$ cat src/verilog/dcc_pkg.sv
// constants, field layout and modes of the digital channel conditioning block
package dcc_pkg;
  localparam int ADDR_W = 8;
  localparam int DATA_W = 32;
  localparam int DLY_W = 16;
  localparam int CNT_W = 24;

  localparam logic [ADDR_W-1:0] CTRL_OFF = 8'h00;
  localparam logic [ADDR_W-1:0] DELAY_OFF = 8'h04;
  localparam logic [ADDR_W-1:0] STATUS_OFF = 8'h08;
  localparam logic [ADDR_W-1:0] DIAG_OFF = 8'h0c;

  localparam logic [DATA_W-1:0] CTRL_RESET = 32'h0000_0000;
  localparam logic [DATA_W-1:0] DELAY_RESET = 32'h0000_0000;

  localparam int CTRL_POL_BIT = 0;
  localparam int CTRL_SIM_BIT = 1;
  localparam int CTRL_SIMVAL_BIT = 2;
  localparam int CTRL_SIMBAD_BIT = 3;
  localparam int CTRL_EMODE_LSB = 4;
  localparam int CTRL_SUBVAL_BIT = 6;
  localparam int CTRL_SUBOK_BIT = 7;
  localparam int CTRL_LFD_BIT = 8;
  localparam int CTRL_MODREP_BIT = 9;
  localparam int CTRL_SLOT_LSB = 16;
  localparam int CTRL_CHAN_LSB = 24;
  localparam int CTRL_IO_BIT = 28;
  localparam int SLOT_W = 8;
  localparam int CHAN_W = 4;
  localparam int DELAY_ON_LSB = 0;
  localparam int DELAY_OFF_LSB = 16;

  localparam int IB_VALVE_BIT = 0;
  localparam int IB_LINE_BIT = 1;

  localparam logic [1:0] RSN_NONE = 2'h0;
  localparam logic [1:0] RSN_BREAK = 2'h1;
  localparam logic [1:0] RSN_SHORT = 2'h2;
  localparam logic [1:0] RSN_SIM = 2'h3;

  typedef enum logic [1:0] {DCC_EM_CURRENT, DCC_EM_SUBST, DCC_EM_LAST} dcc_emode_t;

  localparam int CLK_PERIOD_NS = 8;
  localparam int MS_TIME_NS = 1000000;
  localparam int TICK_CYCLES_DEF = MS_TIME_NS / CLK_PERIOD_NS;
  localparam int UPDATE_TIME_US = 6500;
  localparam int UPDATE_CYCLES_DEF = UPDATE_TIME_US * 1000 / CLK_PERIOD_NS;
endpackage : dcc_pkg

$ cat src/verilog/dcc_top.sv
// digital channel conditioning: polarity, delays, modes, fault response, apb registers
//
// Summary of operation
// channel polarity selectable: signal passed unchanged or inverted.
// normal mode forwards the conditioned field value.
// simulation mode forwards the simulation value instead of field signal.
// simulation value is one configurable bit, zero or one.
// simulation with invalid status triggers the fault response like a real fault.
// current-value error mode keeps forwarding the present value during a fault.
// substitute error mode forwards the configured substitute bit during a fault.
// substitute value carries configurable status qualifier, valid or invalid.
// last-valid mode holds the value valid just before the fault.
// enabled line fault detection on break or short gives diagnosis and response.
// line fault enable honoured only for two-wire proximity-sensor channels.
// rising transitions delayed by configurable milliseconds; shorter pulses suppressed.
// falling transitions delayed by configurable milliseconds; high pulses stretched.
// module error reporting flags module and global status when enabled.
// channel fault reports slot, channel, input/output id and reason.
// values and status delivered at a fixed 6.5 ms period.
// input byte bit 1 shows line fault of valve output, 1 is error.
// delays counted by a millisecond tick; zero delay passes immediately.
// last valid value captured every fault-free cycle, frozen when fault starts.
//
// The APB register port and the register addresses were chosen for this implementation.
`timescale 1ns/1ps
module dcc_top
  import dcc_pkg::*;
#(
  parameter int TICK_CYCLES = TICK_CYCLES_DEF,
  parameter int UPDATE_CYCLES = UPDATE_CYCLES_DEF
) (
  input wire logic clock_i,
  input wire logic reset_i,
  input wire logic enable_i,
  input wire logic psel_i,
  input wire logic penable_i,
  input wire logic pwrite_i,
  input wire logic [ADDR_W-1:0] paddr_i,
  input wire logic [DATA_W-1:0] pwdata_i,
  output logic [DATA_W-1:0] prdata_o,
  output logic pready_o,
  output logic pslverr_o,
  input wire logic field_in_i,
  input wire logic sensor_namur_i,
  input wire logic fault_break_i,
  input wire logic fault_short_i,
  output logic chan_value_o,
  output logic chan_ok_o,
  output logic update_o,
  output logic [7:0] input_byte_o,
  output logic chan_fault_o,
  output logic module_error_o,
  output logic global_error_o,
  output logic [SLOT_W-1:0] err_slot_o,
  output logic [CHAN_W-1:0] err_chan_o,
  output logic err_io_o,
  output logic [1:0] err_reason_o
);

  function automatic logic dcc_hit(input logic [ADDR_W-1:0] a, input logic [ADDR_W-1:0] off);
    return a == off;
  endfunction : dcc_hit

  logic [DATA_W-1:0] ctrl_reg;
  logic [DATA_W-1:0] delay_reg;
  logic [CNT_W-1:0] tick_cnt_reg;
  logic [CNT_W-1:0] upd_cnt_reg;
  logic [DLY_W-1:0] dly_cnt_reg;
  logic filt_reg;
  logic last_reg;

  // register decode and apb handshake
  wire logic hit_ctrl_w = dcc_hit(paddr_i, CTRL_OFF);
  wire logic hit_delay_w = dcc_hit(paddr_i, DELAY_OFF);
  wire logic hit_status_w = dcc_hit(paddr_i, STATUS_OFF);
  wire logic hit_diag_w = dcc_hit(paddr_i, DIAG_OFF);
  wire logic hit_w = hit_ctrl_w | hit_delay_w | hit_status_w | hit_diag_w;
  wire logic access_w = psel_i && penable_i && !pready_o;
  wire logic done_w = psel_i && penable_i && pready_o;
  wire logic wr_w = done_w && pwrite_i;

  // configuration fields
  wire logic pol_neg_w = ctrl_reg[CTRL_POL_BIT];
  wire logic sim_mode_w = ctrl_reg[CTRL_SIM_BIT];
  wire logic sim_val_w = ctrl_reg[CTRL_SIMVAL_BIT];
  wire logic sim_bad_cfg_w = ctrl_reg[CTRL_SIMBAD_BIT];
  wire dcc_emode_t emode_w = dcc_emode_t'(ctrl_reg[CTRL_EMODE_LSB +: 2]);
  wire logic sub_val_w = ctrl_reg[CTRL_SUBVAL_BIT];
  wire logic sub_ok_w = ctrl_reg[CTRL_SUBOK_BIT];
  wire logic lfd_en_w = ctrl_reg[CTRL_LFD_BIT];
  wire logic modrep_w = ctrl_reg[CTRL_MODREP_BIT];
  wire logic [DLY_W-1:0] on_dly_w = delay_reg[DELAY_ON_LSB +: DLY_W];
  wire logic [DLY_W-1:0] off_dly_w = delay_reg[DELAY_OFF_LSB +: DLY_W];

  // millisecond tick and delivery period
  wire logic tick_w = tick_cnt_reg == CNT_W'(TICK_CYCLES - 1);
  wire logic upd_w = upd_cnt_reg == CNT_W'(UPDATE_CYCLES - 1);

  // polarity, then on/off delay filter
  wire logic pol_w = field_in_i ^ pol_neg_w;
  wire logic differ_w = pol_w != filt_reg;
  wire logic [DLY_W-1:0] dly_sel_w = pol_w ? on_dly_w : off_dly_w; // see R12 //
  wire logic dly_zero_w = dly_sel_w == '0;
  wire logic filt_take_w = differ_w && (dly_zero_w || (tick_w && dly_cnt_reg >= dly_sel_w));

  // fault sources
  wire logic lfd_active_w = lfd_en_w && sensor_namur_i;
  wire logic line_break_w = lfd_active_w && fault_break_i;
  wire logic line_short_w = lfd_active_w && fault_short_i;
  wire logic line_fault_w = line_break_w || line_short_w;
  wire logic sim_bad_w = sim_mode_w && sim_bad_cfg_w;
  wire logic fault_w = line_fault_w || sim_bad_w;
  wire logic [1:0] reason_w = line_break_w ? RSN_BREAK : line_short_w ? RSN_SHORT :
                              sim_bad_w ? RSN_SIM : RSN_NONE;

  // mode and error-mode selection
  wire logic mode_value_w = sim_mode_w ? sim_val_w : filt_reg; // see R2 // see R3 //
  wire logic out_value_w = !fault_w ? mode_value_w :
                           (emode_w == DCC_EM_SUBST) ? sub_val_w :
                           (emode_w == DCC_EM_LAST) ? last_reg :
                           mode_value_w;
  wire logic out_ok_w = !fault_w || ((emode_w == DCC_EM_SUBST) && sub_ok_w);

  wire logic [DATA_W-1:0] status_w = {26'h0, filt_reg, line_short_w, line_break_w, fault_w, out_ok_w, out_value_w};
  wire logic [DATA_W-1:0] diag_w = {ctrl_reg[CTRL_IO_BIT], 1'b0, reason_w, 4'h0,
                                    ctrl_reg[CTRL_CHAN_LSB +: CHAN_W], ctrl_reg[CTRL_SLOT_LSB +: SLOT_W], 12'h0};
  wire logic [DATA_W-1:0] rd_data_w = hit_ctrl_w ? ctrl_reg :
                                      hit_delay_w ? delay_reg :
                                      hit_status_w ? status_w :
                                      hit_diag_w ? diag_w : '0;

  always_ff @(posedge clock_i) begin
    if (reset_i) begin
      pready_o <= 1'b0;
      pslverr_o <= 1'b0;
      prdata_o <= '0;
    end else if (enable_i) begin
      pready_o <= access_w;
      pslverr_o <= access_w && !hit_w;
      if (access_w) begin
        prdata_o <= pwrite_i ? '0 : rd_data_w;
      end
    end
  end

  always_ff @(posedge clock_i) begin
    if (reset_i) begin
      ctrl_reg <= CTRL_RESET;
      delay_reg <= DELAY_RESET;
    end else if (enable_i && wr_w) begin
      if (hit_ctrl_w) begin
        ctrl_reg <= pwdata_i;
      end else if (hit_delay_w) begin
        delay_reg <= pwdata_i;
      end
    end
  end

  always_ff @(posedge clock_i) begin
    if (reset_i) begin
      tick_cnt_reg <= '0;
      upd_cnt_reg <= '0;
    end else if (enable_i) begin
      tick_cnt_reg <= tick_w ? '0 : tick_cnt_reg + 1'b1;
      upd_cnt_reg <= upd_w ? '0 : upd_cnt_reg + 1'b1;
    end
  end

  // counts whole ticks while the input differs from the filtered level
  always_ff @(posedge clock_i) begin
    if (reset_i) begin
      filt_reg <= 1'b0;
      dly_cnt_reg <= '0;
    end else if (enable_i) begin
      if (filt_take_w) begin
        filt_reg <= pol_w;
      end
      if (!differ_w || filt_take_w) begin
        dly_cnt_reg <= '0;
      end else if (tick_w) begin
        dly_cnt_reg <= dly_cnt_reg + 1'b1; // see R12 //
      end
    end
  end

  always_ff @(posedge clock_i) begin
    if (reset_i) begin
      last_reg <= 1'b0;
    end else if (enable_i && !fault_w) begin
      last_reg <= mode_value_w;
    end
  end

  // periodic delivery toward the communication unit
  always_ff @(posedge clock_i) begin
    if (reset_i) begin
      chan_value_o <= 1'b0;
      chan_ok_o <= 1'b0;
      update_o <= 1'b0;
      input_byte_o <= '0;
    end else if (enable_i) begin
      update_o <= upd_w;
      if (upd_w) begin
        chan_value_o <= out_value_w;
        chan_ok_o <= out_ok_w;
        input_byte_o <= '0;
        input_byte_o[IB_VALVE_BIT] <= out_value_w;
        input_byte_o[IB_LINE_BIT] <= line_fault_w;
      end
    end
  end

  // diagnosis follows the fault each cycle
  always_ff @(posedge clock_i) begin
    if (reset_i) begin
      chan_fault_o <= 1'b0;
      module_error_o <= 1'b0;
      global_error_o <= 1'b0;
      err_slot_o <= '0;
      err_chan_o <= '0;
      err_io_o <= 1'b0;
      err_reason_o <= RSN_NONE;
    end else if (enable_i) begin
      chan_fault_o <= fault_w;
      module_error_o <= fault_w && modrep_w;
      global_error_o <= fault_w && modrep_w;
      err_slot_o <= ctrl_reg[CTRL_SLOT_LSB +: SLOT_W];
      err_chan_o <= ctrl_reg[CTRL_CHAN_LSB +: CHAN_W];
      err_io_o <= ctrl_reg[CTRL_IO_BIT];
      err_reason_o <= reason_w;
    end
  end
endmodule : dcc_top

$ cat config.mk
export PLATFORM = sky130hd
export DESIGN_NAME = dcc_top
export DESIGN_NICKNAME = d
export VERILOG_FILES = /design/src/verilog/dcc_pkg.sv /design/src/verilog/dcc_top.sv
export SDC_FILE = /design/constraint.sdc
export NUM_CORES = 1
export LEC_CHECK = 0
export BUFFER_PORTS_ARGS = -buffer_cell sky130_fd_sc_hd__buf_2
export CORE_ASPECT_RATIO = 0.8
export CORE_UTILIZATION = 60
export DETAILED_ROUTE_END_ITERATION = 6
export MAX_ROUTING_LAYER = met4
export PLACE_DENSITY = 0.95
export SLEW_MARGIN = 20
export SYNTH_ARGS = -nofsm -noshare
export SYNTH_HDL_FRONTEND = slang
export SYNTH_SLANG_ARGS = --single-unit
$ cat constraint.sdc
create_clock -name clock_i -period 5.4 [get_ports clock_i]
set_input_delay 0.27 -clock clock_i [delete_from_list [all_inputs] [get_ports clock_i]]
set_output_delay 0.27 -clock clock_i [all_outputs]
set_load 0.05 [all_outputs]
==> results.py <==
metrics = {
    "outcome": {
        "status": "finished, final reports clean",
    },
    "yosys": {
        "synth_ff_type": "dfxtp_1",
        "syn_area_um2": 8500,
        "synth_xor_xnor_area_share": 0.0452,
        "synthMuxAreaShare": 0.0806,
        "synthAdderAreaFrac": 0.0280,
        "synth-edff-count": 0,
        "synth_top_area_cell": "dfxtp_1",
        "syn_avg_cell_area_um2": 8.13,
        "synth_top_family_by_area": "simple AND/OR/NAND/NOR gates",
        "synth_seq_cells": 185,
        "synthTopCellsByArea": "dfxtp_1, nand2_1, a21oi_1, nor2_1, mux2i_1",
        "async_flop_share": 0,
        "synthCells": 1046,
        "synth.distinct_cells": 57,
        "synth-compound-area-share": 0.130,
        "ys_seq_area_frac": 0.436,
        "ys_top_cells_by_count": "dfxtp_1, nand2_1, nor2_1, a21oi_1, mux2i_1",
        "synth.most_common_cell": "dfxtp_1",
        "synth-simple-area-share": 0.239,
        "netlist.area_leader.share": 0.436,
        "ys_warn_count": 0,
    },
    "clock_network": {
        "clock_path_buffers": 2,
        "cts_tree": "done",
        "cts_root_buffer": "clkbuf_16",
        "clkLatencyLatePin_ps": 440,
        "numCtsBuffers": 17,
        "cts_resized": 0,
        "numClockSinks": 185,
        "cts.clk_slew.worst_paths_ps": 70,
        "cts_setup_buffers": 0,
        "holdBufCountCts": 0,
        "htree_levels": 4,
    },
    "sta": {
        "worstMarginPinSlew_ps": 870,
        "finalSetupViolations": 0,
        "rsz0062_at_grt": "false",
        "max_freq_mhz": 324,
        "relSlewSlack": 0.420,
        "clock_skew_ps": 7.79,
        "finalHoldViolations": 0,
        "min_period_ps": 3090,
        "timing.final.ws_setup_ps": 2310,
        "slew_viol_final": 0,
        "setup_tns_ps": 0,
        "fin_crit_sh": 0.571,
    },
    "global_route": {
        "grt_use_met3": 0.0684,
        "grt_pass1_vias": 7174,
        "track_usage": 0.315,
        "grt_start_max_net_pins": 70,
        "grt_pass1_wl_um": 35300,
        "use_met2": 0.480,
        "grt_overflow": 0,
        "antenna_found_initial": 0,
        "use_met1": 0.413,
        "busiest_layer": "met2",
    },
    "critical_path": {
        "worst_setup_path_end_kind": "register",
        "crit_buf_inv": 1,
        "crit_path_max_fanout": 21,
        "crit_slowest_cell": "o311ai_1",
        "critical_path_class": "register to register",
        "cp_slowest_stage_delay_ps": 610,
        "crit_top_cell": "a21oi_1",
        "path_delay_family": "compound AO/OA/AOI/OAI gates",
        "required_ps": 5760,
        "start_kind": "register",
        "arrival_ps": 3450,
        "crit_path_cell_trace": "xnor2_2, buf_4, mux2_2, ha_1, nor2b_1, o21ai_1, a21oi_1, o311ai_1, nand2_1, a211o_1, a21oi_1",
    },
    "routing": {
        "drt_wl_total_um": 21900,
        "drt_pass1_iterations": 6,
        "first_iter_violations": 961,
        "wire_per_inst_um": 16.8,
        "drt-vias-per-instance": 5.98,
        "drc": 0,
        "antenna_left": 0,
        "vias": 7826,
    },
    "finish": {
        "final_util": 0.704,
        "num_antenna_cells": 0,
        "syn_to_final_growth_pct": 13.4,
        "fillers": 971,
        "nets": 1184,
        "layout-drive-gt1-share": 0.157,
        "design_area_um2": 9640,
    },
    "floorplan": {
        "coreArea_um2": 13700,
        "initial_utilization": 0.621,
        "die_h_um": 108,
        "die_x_um": 135,
        "num_rows": 38,
        "dieArea_um2": 14700,
        "io_pins": 113,
    },
    "placement": {
        "dpl.hpwl_um": 14900,
        "portBuffers": 106,
        "dp_slack_ps": 2450,
        "place.gp.congestion": 0.939,
        "place_area_um2": 9050,
    },
    "power_and_ir_drop": {
        "leakagePower_nw": 3.74,
        "pwr-share-clk": 0.451,
        "p_comb_frac": 0.048,
        "seqPwrFrac": 0.501,
        "vdd_ir_drop_max_v": 0.000270,
        "power_density_nw_per_um2": 285,
        "p_sw_w": 0.000684,
        "swShare": 0.249,
        "power.internal_w": 0.00206,
        "report.power.total_w": 0.00275,
    },
    "run": {
        "maxCapViolCount": 0,
    },
    "worst_hold_path": {
        "hold_path_class": "input pin to register",
    },
}
## path summary, 6_finish.rpt
kind / endpoint / start / cells after the start / slack [ps]
worst min-delay path: delay_reg[12] / pwdata_i[12] / 3 / 70
worst min register to register: prdata_o[5] / prdata_o[5] / 2 / 460
worst max-delay path: filt_reg / ctrl_reg[0] / 11 / 2310
worst max register to register: filt_reg / ctrl_reg[0] / 11 / 2310
## metal layers
layer	part of all wire	wire length (µm)
met5	0	0
met4	0.018	388
met3	0.098	2150
met2	0.46	10000
met1	0.43	9380
## placed cells by master (no fill, tap or decap), types with 19 or more instances in the layout
cell / netlist / final
buf_2: 8 / 105
nor2_1: 148 / 147
a21oi_1: 120 / 120
ha_1: 19 / 19
mux2i_1: 49 / 49
nand3_1: 23 / 23
xor2_1: 30 / 30
nand2_1: 183 / 182
dfxtp_1: 185 / 185
## area by class of cell
class | instances | area, µm² | area share
inverter | 14 | 52.6 | 0.00545
tap | 180 | 225 | 0.0234
sequential | 185 | 3700 | 0.384
timing repair buffer | 113 | 593 | 0.0615
clock inverter | 15 | 160 | 0.0166
multi-input combinational | 784 | 4480 | 0.465
clock buffer | 17 | 425 | 0.0441
## tightest hold or removal path: cells and delay by family
| kind | cells | cell delay [ps] |
|---|---|---|
| buffers and inverters | 1 | 110 |
| AND/OR/NAND/NOR | 1 | 50 |
| AO/OA/AOI/OAI | 1 | 50 |
## logic make-up after synthesis
group,Yosys count
DFF,185
adders and majority gates,19
xor gates and xnor gates,43
AOI/OAI and AO/OA,193
buffers and inverters,82
muxes,66
and+or+nand+nor,457
other,1
## through the flow
stage	cells	hold slack, ps
floorplan	1051	406
global placement	1275	440
detailed placement	1276	446
CTS	1308	67.3
global route	1308	88.3
finish	1308	74.6
## power by group through the flow
stage	registers [W]	logic, W	clock network (W)
final	0.00138	0.000132	0.00124
after global routing	0.00138	0.000140	0.00130
after CTS	0.00138	0.000128	0.00124
after detailed placement	0.00141	0.000127	0
after global placement	0.00141	0.000125	0
after floorplan	0.00141	0.0000859	0
(Power assumes the default switching activity.)
